File: src/inc/ucp_pkg.sv
// Constants, register map, field layout and parity helpers for the character-level serial block.
package ucp_pkg;
  localparam int unsigned ADDR_W = 8;
  localparam int unsigned DATA_W = 32;

  // Register offsets (byte addresses)
  localparam logic [7:0] COMMAND_REG_OFS        = 8'h00;
  localparam logic [7:0] MAIN_MODE_REG_OFS      = 8'h04;
  localparam logic [7:0] CHANNEL_STATUS_REG_OFS = 8'h14;
  localparam logic [7:0] RX_HOLDING_REG_OFS     = 8'h18;
  localparam logic [7:0] TX_HOLDING_REG_OFS     = 8'h1C;
  localparam logic [7:0] GUARD_TIME_REG_OFS     = 8'h28;

  // Command register bits
  localparam int unsigned CMD_CLEAR_STATUS_BIT = 8;
  localparam int unsigned CMD_SEND_ADDRESS_BIT = 12;

  // Mode register fields
  localparam int unsigned MODE_CLOCKED_BIT  = 8;
  localparam int unsigned MODE_PAR_LSB      = 9;
  localparam int unsigned MODE_TWO_STOP_BIT = 12;

  // Status register bits
  localparam int unsigned STAT_RX_READY_BIT = 0;
  localparam int unsigned STAT_TX_FREE_BIT  = 1;
  localparam int unsigned STAT_OVERRUN_BIT  = 5;
  localparam int unsigned STAT_PAR_ERR_BIT  = 7;
  localparam int unsigned STAT_TX_IDLE_BIT  = 9;

  // Parity-select encodings
  localparam logic [2:0] PAR_EVEN  = 3'h0;
  localparam logic [2:0] PAR_ODD   = 3'h1;
  localparam logic [2:0] PAR_SPACE = 3'h2;
  localparam logic [2:0] PAR_MARK  = 3'h3;
  localparam logic [2:0] PAR_NONE  = 3'h4;
  localparam logic [2:0] PAR_NONE2 = 3'h5;
  localparam logic [2:0] PAR_MD_A  = 3'h6;
  localparam logic [2:0] PAR_MD_B  = 3'h7;

  // Reset values and data bits per character
  localparam logic [2:0] PAR_RESET   = 3'h0;
  localparam logic [7:0] GUARD_RESET = 8'h00;
  localparam logic [3:0] DATA_BITS   = 4'h8;

  // True when the mode puts a parity bit in the frame
  function automatic logic has_parity(input logic [2:0] mode);
    has_parity = (mode != PAR_NONE) && (mode != PAR_NONE2);
  endfunction : has_parity

  // Parity bit value for a character; addr marks a multidrop address
  function automatic logic parity_bit(input logic [2:0] mode, input logic [7:0] data,
                                      input logic addr);
    unique case (mode)
      PAR_EVEN:          parity_bit = ^data;
      PAR_ODD:           parity_bit = ~^data;
      PAR_SPACE:         parity_bit = 1'b0;
      PAR_MARK:          parity_bit = 1'b1;
      PAR_MD_A, PAR_MD_B: parity_bit = addr;
      default:           parity_bit = 1'b0;
    endcase
  endfunction : parity_bit
endpackage : ucp_pkg

File: src/inc/ucp_tx_if.sv
// Link between the register core and the transmit character engine.
`timescale 1ns/10ps
`default_nettype none
interface ucp_tx_if;
  logic       load;
  logic [7:0] data;
  logic       addr_bit;
  logic [2:0] par_mode;
  logic       two_stop;
  logic [7:0] guard;
  logic       baud_tick;
  logic       holding_free;
  logic       idle;
  logic       txd;

  modport ctl (output load, data, addr_bit, par_mode, two_stop, guard, baud_tick,
               input holding_free, idle, txd);
  modport eng (input load, data, addr_bit, par_mode, two_stop, guard, baud_tick,
               output holding_free, idle, txd);
endinterface : ucp_tx_if
`default_nettype wire

File: src/verilog/ucp_tx.sv
// Transmit engine: holding register, shifter, parity, stop bits and guard time.
`timescale 1ns/10ps
`default_nettype none
module ucp_tx (
  input  wire logic ref_clk,
  input  wire logic reset,
  ucp_tx_if.eng     tif
);
  typedef enum logic [2:0] {T_IDLE, T_DATA, T_PAR, T_STOP, T_GUARD} ucp_tx_state_t;

  typedef struct packed {
    ucp_tx_state_t state;
    logic [7:0]    cnt;
    logic [7:0]    shift;
    logic          shift_addr;
    logic [7:0]    hold;
    logic          hold_addr;
    logic          hold_valid;
    logic          txd;
  } ucp_tx_st_t;

  ucp_tx_st_t st_r;
  ucp_tx_st_t st_nxt;
  logic       finish;
  logic       start;

  // Next-state logic; each tick ends the bit on the line
  always_comb begin
    st_nxt = st_r;
    finish = 1'b0;
    if (tif.baud_tick) begin
      unique case (st_r.state)
        T_IDLE: ;
        T_DATA: begin
          if (st_r.cnt == 8'(ucp_pkg::DATA_BITS)) begin
            if (ucp_pkg::has_parity(tif.par_mode)) begin
              st_nxt.state = T_PAR;
              st_nxt.txd   = ucp_pkg::parity_bit(tif.par_mode, st_r.shift, st_r.shift_addr);
            end else begin
              st_nxt.state = T_STOP;
              st_nxt.cnt   = 8'h01;
              st_nxt.txd   = 1'b1;
            end
          end else begin
            st_nxt.txd = st_r.shift[st_r.cnt[2:0]];
            st_nxt.cnt = st_r.cnt + 8'h01;
          end
        end
        T_PAR: begin
          st_nxt.state = T_STOP;
          st_nxt.cnt   = 8'h01;
          st_nxt.txd   = 1'b1;
        end
        T_STOP: begin
          if (st_r.cnt == (tif.two_stop ? 8'h02 : 8'h01)) begin
            if (tif.guard != ucp_pkg::GUARD_RESET) begin
              st_nxt.state = T_GUARD;
              st_nxt.cnt   = 8'h01;
            end else begin
              finish = 1'b1;
            end
          end else begin
            st_nxt.cnt = st_r.cnt + 8'h01;
          end
        end
        T_GUARD: begin
          if (st_r.cnt >= tif.guard) finish = 1'b1;
          else st_nxt.cnt = st_r.cnt + 8'h01;
        end
        default: st_nxt.state = T_IDLE;
      endcase
    end
    if (finish) st_nxt.state = T_IDLE;
    // Holding register moves to the shifter only as a start bit goes out
    start = tif.baud_tick && st_r.hold_valid && (finish || st_r.state == T_IDLE);
    if (start) begin
      st_nxt.state      = T_DATA;
      st_nxt.cnt        = 8'h00;
      st_nxt.txd        = 1'b0;
      st_nxt.shift      = st_r.hold;
      st_nxt.shift_addr = st_r.hold_addr;
      st_nxt.hold_valid = 1'b0;
    end
    // A software write refills the holding register
    if (tif.load) begin
      st_nxt.hold       = tif.data;
      st_nxt.hold_addr  = tif.addr_bit;
      st_nxt.hold_valid = 1'b1;
    end
  end

  // State register
  always_ff @(posedge ref_clk or posedge reset) begin
    if (reset) begin
      st_r <= '{state: T_IDLE, txd: 1'b1, default: '0};
    end else begin
      st_r <= st_nxt;
    end
  end

  // Flags seen by software
  assign tif.holding_free = !st_r.hold_valid;
  assign tif.idle         = (st_r.state == T_IDLE) && !st_r.hold_valid;
  assign tif.txd          = st_r.txd;
endmodule : ucp_tx
`default_nettype wire

File: src/verilog/ucp_top.sv
// Character-level serial block: registers, clocked receiver and transmit engine.
`timescale 1ns/10ps
`default_nettype none
module ucp_top (
  input  wire logic        ref_clk,
  input  wire logic        reset,
  input  wire logic [7:0]  reg_addr,
  input  wire logic [31:0] reg_wdata,
  input  wire logic        reg_wr,
  input  wire logic        reg_rd,
  output logic [31:0]      reg_rdata,
  input  wire logic        baud_clk,
  input  wire logic        rxd,
  output logic             txd
);

  // Receiver states
  typedef enum logic [1:0] {R_IDLE, R_DATA, R_PAR, R_STOP} ucp_rx_state_t;

  // Whole state of the core in one record
  typedef struct packed {
    logic          baud_prev;
    logic          clocked;
    logic [2:0]    par_mode;
    logic          two_stop;
    logic [7:0]    guard;
    logic          addr_pend;
    ucp_rx_state_t rx_state;
    logic [3:0]    rx_cnt;
    logic [7:0]    rx_shift;
    logic          rx_par;
    logic [7:0]    rx_hold;
    logic          rx_ready;
    logic          overrun;
    logic          par_err;
    logic [31:0]   rdata;
  } ucp_core_st_t;

  ucp_core_st_t st_r;
  ucp_core_st_t st_nxt;

  // Decoded bus and line events
  logic baud_tick;
  logic wr_cmd;
  logic wr_mode;
  logic wr_guard;
  logic wr_thr;
  logic rd_rhr;
  logic clr_status;
  logic rx_done;
  logic rx_bad_par;

  ucp_tx_if tif ();

  // Transmit engine
  ucp_tx u_tx (
    .ref_clk (ref_clk),
    .reset   (reset),
    .tif     (tif)
  );

  // Baud clock rising edge
  assign baud_tick = baud_clk && !st_r.baud_prev;

  // Register decode
  assign wr_cmd     = reg_wr && (reg_addr == ucp_pkg::COMMAND_REG_OFS);
  assign wr_mode    = reg_wr && (reg_addr == ucp_pkg::MAIN_MODE_REG_OFS);
  assign wr_guard   = reg_wr && (reg_addr == ucp_pkg::GUARD_TIME_REG_OFS);
  assign wr_thr     = reg_wr && (reg_addr == ucp_pkg::TX_HOLDING_REG_OFS);
  assign rd_rhr     = reg_rd && (reg_addr == ucp_pkg::RX_HOLDING_REG_OFS);
  assign clr_status = wr_cmd && reg_wdata[ucp_pkg::CMD_CLEAR_STATUS_BIT];

  // Hand configuration and writes to the transmit engine
  assign tif.load      = wr_thr;
  assign tif.data      = reg_wdata[7:0];
  assign tif.addr_bit  = st_r.addr_pend;
  assign tif.par_mode  = st_r.par_mode;
  assign tif.two_stop  = st_r.two_stop;
  assign tif.guard     = st_r.guard;
  assign tif.baud_tick = baud_tick;

  // Mismatch between sampled and expected parity
  assign rx_bad_par = ucp_pkg::has_parity(st_r.par_mode) &&
                      (st_r.rx_par != ucp_pkg::parity_bit(st_r.par_mode,
                                                          st_r.rx_shift, 1'b0));

  // Last stop bit of a character sampled
  assign rx_done = baud_tick && (st_r.rx_state == R_STOP) &&
                   (st_r.rx_cnt == (st_r.two_stop ? 4'h1 : 4'h0));

  // Next-state logic
  always_comb begin
    st_nxt           = st_r;
    st_nxt.baud_prev = baud_clk;

    // Configuration writes
    if (wr_mode) begin
      st_nxt.clocked  = reg_wdata[ucp_pkg::MODE_CLOCKED_BIT];
      st_nxt.par_mode = reg_wdata[ucp_pkg::MODE_PAR_LSB +: 3];
      st_nxt.two_stop = reg_wdata[ucp_pkg::MODE_TWO_STOP_BIT];
    end
    if (wr_guard) begin
      st_nxt.guard = reg_wdata[7:0];
    end

    // Address marker for the next byte written
    if (wr_thr) begin
      st_nxt.addr_pend = 1'b0;
    end
    if (wr_cmd && reg_wdata[ucp_pkg::CMD_SEND_ADDRESS_BIT]) begin
      st_nxt.addr_pend = 1'b1;
    end

    // Receiver sequence, one sample per baud clock rise
    if (baud_tick) begin
      unique case (st_r.rx_state)
        R_IDLE: begin
          if (st_r.clocked && !rxd) begin
            st_nxt.rx_state = R_DATA;
            st_nxt.rx_cnt   = 4'h0;
          end
        end
        R_DATA: begin
          st_nxt.rx_shift = {rxd, st_r.rx_shift[7:1]};
          st_nxt.rx_cnt   = st_r.rx_cnt + 4'h1;
          if (st_r.rx_cnt == ucp_pkg::DATA_BITS - 4'h1) begin
            st_nxt.rx_cnt   = 4'h0;
            st_nxt.rx_state = ucp_pkg::has_parity(st_r.par_mode) ? R_PAR : R_STOP;
          end
        end
        R_PAR: begin
          st_nxt.rx_par   = rxd;
          st_nxt.rx_state = R_STOP;
        end
        R_STOP: begin
          st_nxt.rx_cnt = st_r.rx_cnt + 4'h1;
          if (rx_done) begin
            st_nxt.rx_state = R_IDLE;
          end
        end
      endcase
    end

    // Status flags: clears first, so a same-cycle set wins
    if (rd_rhr) begin
      st_nxt.rx_ready = 1'b0;
    end
    if (clr_status) begin
      st_nxt.overrun = 1'b0;
      st_nxt.par_err = 1'b0;
    end
    if (rx_done) begin
      st_nxt.rx_hold  = st_r.rx_shift;
      st_nxt.rx_ready = 1'b1;
      if (st_r.rx_ready && !rd_rhr) begin
        st_nxt.overrun = 1'b1;
      end
      if (rx_bad_par) begin
        st_nxt.par_err = 1'b1;
      end
    end

    // Read data, valid the cycle after the strobe
    st_nxt.rdata = 32'h0000_0000;
    if (reg_rd) begin
      unique case (reg_addr)
        ucp_pkg::MAIN_MODE_REG_OFS: begin
          st_nxt.rdata[ucp_pkg::MODE_CLOCKED_BIT]    = st_r.clocked;
          st_nxt.rdata[ucp_pkg::MODE_PAR_LSB +: 3]   = st_r.par_mode;
          st_nxt.rdata[ucp_pkg::MODE_TWO_STOP_BIT]   = st_r.two_stop;
        end
        ucp_pkg::CHANNEL_STATUS_REG_OFS: begin
          st_nxt.rdata[ucp_pkg::STAT_RX_READY_BIT] = st_r.rx_ready;
          st_nxt.rdata[ucp_pkg::STAT_TX_FREE_BIT]  = tif.holding_free;
          st_nxt.rdata[ucp_pkg::STAT_OVERRUN_BIT]  = st_r.overrun;
          st_nxt.rdata[ucp_pkg::STAT_PAR_ERR_BIT]  = st_r.par_err;
          st_nxt.rdata[ucp_pkg::STAT_TX_IDLE_BIT]  = tif.idle;
        end
        ucp_pkg::RX_HOLDING_REG_OFS: begin
          st_nxt.rdata[7:0] = st_r.rx_hold;
        end
        ucp_pkg::GUARD_TIME_REG_OFS: begin
          st_nxt.rdata[7:0] = st_r.guard;
        end
        default: begin
          st_nxt.rdata = 32'h0000_0000;
        end
      endcase
    end
  end

  // State register
  always_ff @(posedge ref_clk or posedge reset) begin
    if (reset) begin
      st_r <= '{rx_state: R_IDLE, par_mode: ucp_pkg::PAR_RESET,
                guard: ucp_pkg::GUARD_RESET, default: '0};
    end else begin
      st_r <= st_nxt;
    end
  end

  // Outputs
  assign reg_rdata = st_r.rdata;
  assign txd       = tif.txd;
endmodule : ucp_top
`default_nettype wire

File: config.mk
export PLATFORM = sky130hd
export DESIGN_NAME = ucp_top
export DESIGN_NICKNAME = d
export VERILOG_FILES = /design/src/inc/ucp_pkg.sv /design/src/inc/ucp_tx_if.sv /design/src/verilog/ucp_tx.sv /design/src/verilog/ucp_top.sv
export SDC_FILE = /design/constraint.sdc
export NUM_CORES = 1
export LEC_CHECK = 0
export BUFFER_PORTS_ARGS = -buffer_cell sky130_fd_sc_hd__buf_4
export CELL_PAD_IN_SITES_DETAIL_PLACEMENT = 2
export CELL_PAD_IN_SITES_GLOBAL_PLACEMENT = 2
export CORE_UTILIZATION = 39
export DETAILED_ROUTE_END_ITERATION = 8
export PLACE_DENSITY_LB_ADDON = 0.1
export SYNTH_ARGS = -nofsm -noshare
export SYNTH_HDL_FRONTEND = slang
export SYNTH_SLANG_ARGS = --single-unit
File: constraint.sdc
create_clock -name ref_clk -period 4.51 [get_ports ref_clk]
set_input_delay 0.2255 -clock ref_clk [delete_from_list [all_inputs] [get_ports ref_clk]]
set_output_delay 0.2255 -clock ref_clk [all_outputs]
set_load 0.01 [all_outputs]
## Word-level counts from Yosys, hierarchy flattened

Cells that the tools add are included.

- Reduce and logical (&&, ||, !) cells: 48
- Equality and inequality tests: 33
- Order comparisons: 2
- Muxes and demuxes: 52
- $add $sub $neg: 2

Operators by type and width:

| cell | number |
|---|---|
| 8-bit 2-to-1 mux | 4 |
| 8-bit case mux with 4 select lines | 1 |
| 8-bit by 5-bit equality test with 1-bit output (second input constant) | 3 |
| 11-bit 2-to-1 mux | 2 |
| 20-bit 2-to-1 mux | 1 |
| 1-bit 2-to-1 mux | 18 |
| 1-bit logical AND | 17 |
| 8-bit XNOR reduction | 2 |
| 8-bit parity | 2 |
| 3-bit 2-to-1 mux | 5 |
| 13-bit 2-to-1 mux | 1 |
| 6-bit 2-to-1 mux | 2 |
| 4-bit by 1-bit inequality test with 1-bit output (second input constant) | 3 |
| 3-bit case mux with 4 select lines | 1 |
| 4-bit case mux with 3 select lines | 1 |
| 5-bit AND reduction | 2 |
| 3-bit by 2-bit equality test with 1-bit output (second input constant) | 3 |
| 3-bit equality test (second input constant) | 3 |
| 1-bit case mux with 3 select lines | 3 |
| 3-bit nonzero test | 3 |
| 8-bit by 1-bit adder with 8-bit output (second input constant) | 1 |
| 8-bit by 3-bit equality test with 1-bit output (second input constant) | 1 |
| 8-bit by 4-bit equality test with 1-bit output (second input constant) | 1 |
| 8-bit by 6-bit equality test with 1-bit output (second input constant) | 1 |
| 34 further kinds | 56 |

- Input port bits: 46
- Output and inout bits: 33
- Register bits after elaboration: 104

## Longest topological paths before layout

- Word-level depth: 9
- Depth in mapped cells: 10

## By module

A second synthesis with hierarchy kept.

- Cell total of the unflattened synthesis: 440
- Area total of the unflattened synthesis: 4802.1 um2

By module, submodules not included:

| module | area each (um2) | instances | cells an instance |
|---|---|---|---|
| ucp_top | 2720.1 | 1 | 238 |
| ucp_tx | 2082.0 | 1 | 202 |

## Worst setup path before layout

OpenSTA, ideal clock, no wires.

- Kind: register to register
- Start: reg u_tx.st_r[21] in the netlist's numbering
- End: reg u_tx.st_r[11] in the netlist's numbering
- Setup time: 0.125 ns
- Required time: 4.385 ns
- Arrival: 2.207 ns
- Slack: 2.178 ns
- Stages on the path, launching flop included: 9
- Clock period less this slack: 2.332 ns
- Path through: dfrtp_1 > ha_1 > a31oi_1 > nor2b_1 > a311oi_1 > o22ai_1 > o31ai_4 > buf_6 > mux2_4

- Longest elaborated chain between the ends: 6

RTL lines:

| item | line | RTL |
|---|---|---|
| start: declaration | ucp_tx.sv:22 | `ucp_tx_st_t st_r;` |
| start signal: assignment | ucp_tx.sv:97 | `st_r <= st_nxt;` |
| 8-bit >= comparator / 8-bit equality test (equally long branches) | ucp_tx.sv:67, ucp_tx.sv:55 |  |
| 1-bit 2-to-1 mux (on tied branches) | ucp_tx.sv:67, ucp_tx.sv:55 |  |
| 1-bit case mux with 2 select lines (*) | ucp_tx.sv:32 | `unique case (st_r.state)` |
| 1-bit 2-to-1 mux (*) | ucp_tx.sv:31 | `if (tif.baud_tick) begin` |
| 1-bit logical OR (*) | ucp_tx.sv:75 | `start = tif.baud_tick && st_r.hold_valid && (finish \|\| st_r.state == T_IDLE);` |
| 1-bit logical AND (*) | ucp_tx.sv:75 |  |

Every way passes the cells marked *; elsewhere a longest branch is shown, timed or not.
A chain may end at the register's enable or synchronous reset.

## Worst setup path in the final report

- Start: reg u_tx.st_r[20] in the netlist's numbering
- End: reg u_tx.st_r[21] in the netlist's numbering

- Longest elaborated chain between the ends: 8

RTL lines:

| item | line |
|---|---|
| 8-bit >= comparator / 8-bit equality test (equally long branches) | ucp_tx.sv:67, ucp_tx.sv:55 |
| 1-bit 2-to-1 mux (on tied branches) | ucp_tx.sv:67, ucp_tx.sv:55 |
| 1-bit case mux with 2 select lines | ucp_tx.sv:32 |
| 1-bit 2-to-1 mux | ucp_tx.sv:31 |
| 1-bit logical OR | ucp_tx.sv:75 |
| 1-bit logical AND | ucp_tx.sv:75 |
| 4-bit by 3-bit inequality test with 1-bit output (no source line) (tied with other cells) | - |
| 5-bit AND reduction (no source line) | - |

Parallel ways exist; a longest one is shown, timed or not. The select of a mux whose other input is x is not followed.

==> results.md <==
* Count leader, synth: dfrtp_1
* Worst hold stages at 3
* Core area at ~11000 µm²
* EDFF count, synth at 0
* CP Data Arrival Time at approximately 3.6 ns
* Worst r2r src: u_tx.st_r[20]$_DFFE_PP0P_
* Worst-path fanout max at 14
* Register area share after synthesis at a little under half
* FILL cells at roughly 1200
* Worst-Skew Late Latency at approximately 0.35 ns
* Avg Inst Size Synth at 10.75 µm²
* Outcome: finished, final reports clean
* Initial DRC Count at approximately 130
* Number of max-cap violations at 0
* Fin worst setup slack at between 1 and 1.5 ns
* CTS H-Tree Depth at 3
* Fin nets at roughly 510
* Die Area at about 12000 µm²
* Adder-Cell Fraction of Synth Area at between 3 and 4%
* Hold Crit Start: reg_wdata[1]
* Largest family of logic cells by synthesized area: simple AND/OR/NAND/NOR gates
* Asr flop ratio synth at 100.0%
* Worst-Margin Slew at 1.031 ns
* Family with the most delay on the worst path: compound AO/OA/AOI/OAI gates
* # diodes at 0
* Cells on worst reg2reg path at 9
* Main synth FF type: dfrtp_1
* CP Buf/Inv Count at 1
* Worst-path clk slew at approximately 0.06 ns
* Synth Area in Compound Gates at a little over a tenth
* Post-Syn Instances at 422
* Area leader, netlist: dfrtp_1
* Port bufs at 40
* Slowest cell on crit path: o31ai_4
* Multi-input gate area at approximately 2100 µm²
* Via count at 3241
* Layout cells sized above 1 at around 24%
* I/O Pins at 79
* Flop-to-flop setup slack at 1.17 ns
* Post-cts gate resize count at 0
* Mux cell area share after synthesis at between 10% and 20%
* Levels on crit path at 9
* Ys Warns at 0
* Post-Place Worst Slack at ~1.2 ns
* Initial cell density of the core at between 30% and 40%
* Area contributors post-synth: dfrtp_1, mux2_2, buf_4
* Min Tclk post-route at 3.336 ns
* Clock Tree Buf Depth at 2
* RSZ-0062 raised after global routing: no
* Hold EP: tif.guard[1]$_DFFE_PP0P_
* Post-synth top cells: dfrtp_1, mux2_2, buf_4
* Number of buffers created by CTS at 9
* Max Clock Skew at approximately 0.0073 ns
* Vias in the first global route at about 3500
* Setup CP Type: reg -> reg
* Final slew viol count at 0
* Worst EP required at between 4 and 5 ns
* Clock sink total at 85
* 1st-pass router iterations at 4
* Mapped cell area at 4537 µm²
* Slew Limit Headroom at ~31%
* Initial antenna violation count at 0
* Final worst-path cycle share at approximately three quarters
* Worst-path cell chain: inv_1 > ha_1 > a31oi_1 > nor2b_1 > a311oi_1 > o22ai_1 > o31ai_4 > nand2_2 > o21ai_0
* Max Clock Freq at 299.8 MHz
* First-pass GRT wire length at between 15000 and 20000 µm
* Per-cell routed wire length at roughly 20 µm
* Critical R2R Capture: u_tx.st_r[21]$_DFFE_PP0P_
* Synth Area in XOR/XNOR at about 3.3%
* Hold Crit Class: in -> reg
* Top cell type's share of synthesized area at a little under half
* GRT Overall Usage at ~21%
* FF/Latch Area at 2128 µm²
* Seq cells post-synth at 85
* Post-CTS Hold Buffers at 2
* Crit start category: flip-flop
* Routed Antenna Nets at 0
* Pin count of the biggest net entering global routing at 47
* GP Congestion at 0.7837
* Area growth syn-to-layout at 12.52%
* Root Driver: clkbuf_16
* VDD IR max at between 0.2 and 0.3 mV
* Routed wire length at between 10000 and 15000 µm
* Width of the die at around 110 µm
* Post-route DRC at 0
* Post-DP HPWL at 8593 µm
* CTS tree: built
* Grt total ovfl at 0
* Pleak at roughly 2.5 nW
* FP Rows at 39
* Post-CTS Setup Inserts at 0
* Unique cell type count in the Yosys netlist at between 50 and 60
* Worst path max stage delay at slightly above 0.9 ns
* Vias/cell at 5.438
* Critical Path End Type: flip-flop
* Setup violators final at 0
* Power per cell area at between 500 and 600 nW/µm²
* Die height at approximately 110 µm
* Setup TNS at 0 ns
* Final hold violation count at 0
* Post-synthesis simple-gate area fraction at approximately 15%
[layout make-up]
cell class              instances  share of cell area [%]
clock buffers                  13                   5.098
inverters                      20                   1.495
multi-input cells             289                   40.93
flip-flops and latches         85                   41.69
clock inverters                 3                  0.8578
repair buffers                 43                   6.422
well taps                     143                   3.505
[state kept, by name, indices dropped and copies added, names as in the netlist, named ones only]
register and flops:
u_tx.st_r 30, st_r 27, reg_rdata 13, tif.guard 8, tif.par_mode 3, tif.addr_bit 1, tif.two_stop 1, u_tx.tif.txd 1
[worst register-to-register path, stage by stage, from the launching register on]
cell	delay (ns)
dfrtp_1	0.52
inv_1	0.17
ha_1	0.31
a31oi_1	0.16
nor2b_1	0.07
a311oi_1	0.30
o22ai_1	0.26
o31ai_4	0.92
nand2_2	0.25
o21ai_0	0.28
[report_power, final]
part	leakage (nW)	internal, mW	switching [mW]
registers	1.10	0.894	0.198
clock network	0.150	0.460	0.314
logic	1.20	0.341	0.364
[kinds of logic (layout without fill, tap and decap cells)]
| kind of cell | count (synthesis) | after routing |
|---|---|---|
| mux | 47 | 47 |
| compound gates | 73 | 73 |
| buf+inv | 66 | 79 |
| xor+xnor | 17 | 17 |
| simple gates | 122 | 122 |
| fa+ha+maj | 11 | 11 |
| flops | 85 | 85 |
| other cells | 1 | 19 |
[layout by cell type (no fill, tap or decap), types with 3 or more instances in the layout]
cell	count
a31oi_1	7
a22oi_1	5
a21oi_1	4
dfrtp_1	84
buf_4	41
nand3_1	7
nor2_1	23
and3_1	8
nand4_1	4
a222oi_1	3
nand2_1	31
a22o_1	3
mux2_4	6
ha_1	11
inv_1	19
conb_1	19
o31ai_1	4
nor2b_1	13
nor3_1	7
clkbuf_16	9
nor4_1	4
mux2_2	36
xnor2_1	16
mux2i_1	3
nand2b_1	5
o21ai_0	31
[metrics by stage]
stage | area [µm²] | power [mW] | hold WS (ns) | util, % | cells
3_5_place_dp | 4781 | 1.796 | 0.3526 | 42.05 | 578
5_1_grt | 5105 | 2.718 | 0.1029 | 44.90 | 596
2_1_floorplan | 4604 | 1.587 | 0.2569 | - | 440
4_1_cts | 5105 | 2.587 | 0.1008 | 44.90 | 596
3_3_place_gp | 4781 | 1.746 | 0.3494 | 42.05 | 578
6_report | 5105 | 2.571 | 0.1051 | 44.90 | 596
[worst max path at each step]
stage                              startpoint                   endpoint
global placement    u_tx.st_r[20]$_DFFE_PP0P_  u_tx.st_r[21]$_DFFE_PP0P_
floorplan                               reset                  async pin
detailed placement  u_tx.st_r[20]$_DFFE_PP0P_  u_tx.st_r[21]$_DFFE_PP0P_
finish              u_tx.st_r[20]$_DFFE_PP0P_  u_tx.st_r[21]$_DFFE_PP0P_
CTS                 u_tx.st_r[20]$_DFFE_PP0P_  u_tx.st_r[21]$_DFFE_PP0P_
global route        u_tx.st_r[20]$_DFFE_PP0P_  u_tx.st_r[24]$_DFFE_PP0P_
[routing by layer]
layer | routed length, µm | part of all wire, % | up-vias | global-route usage [%]
li1 | - | - | 1500 | -
met1 | 5434 | 46 | 1678 | 28.53
met2 | 5806 | 49 | 52 | 34.73
met3 | 337 | 2.9 | 11 | 4.209
met4 | 152 | 1.3 | 0 | 7.714
met5 | 0 | 0 | - | 0
Power figures use the tool's default switching activity.
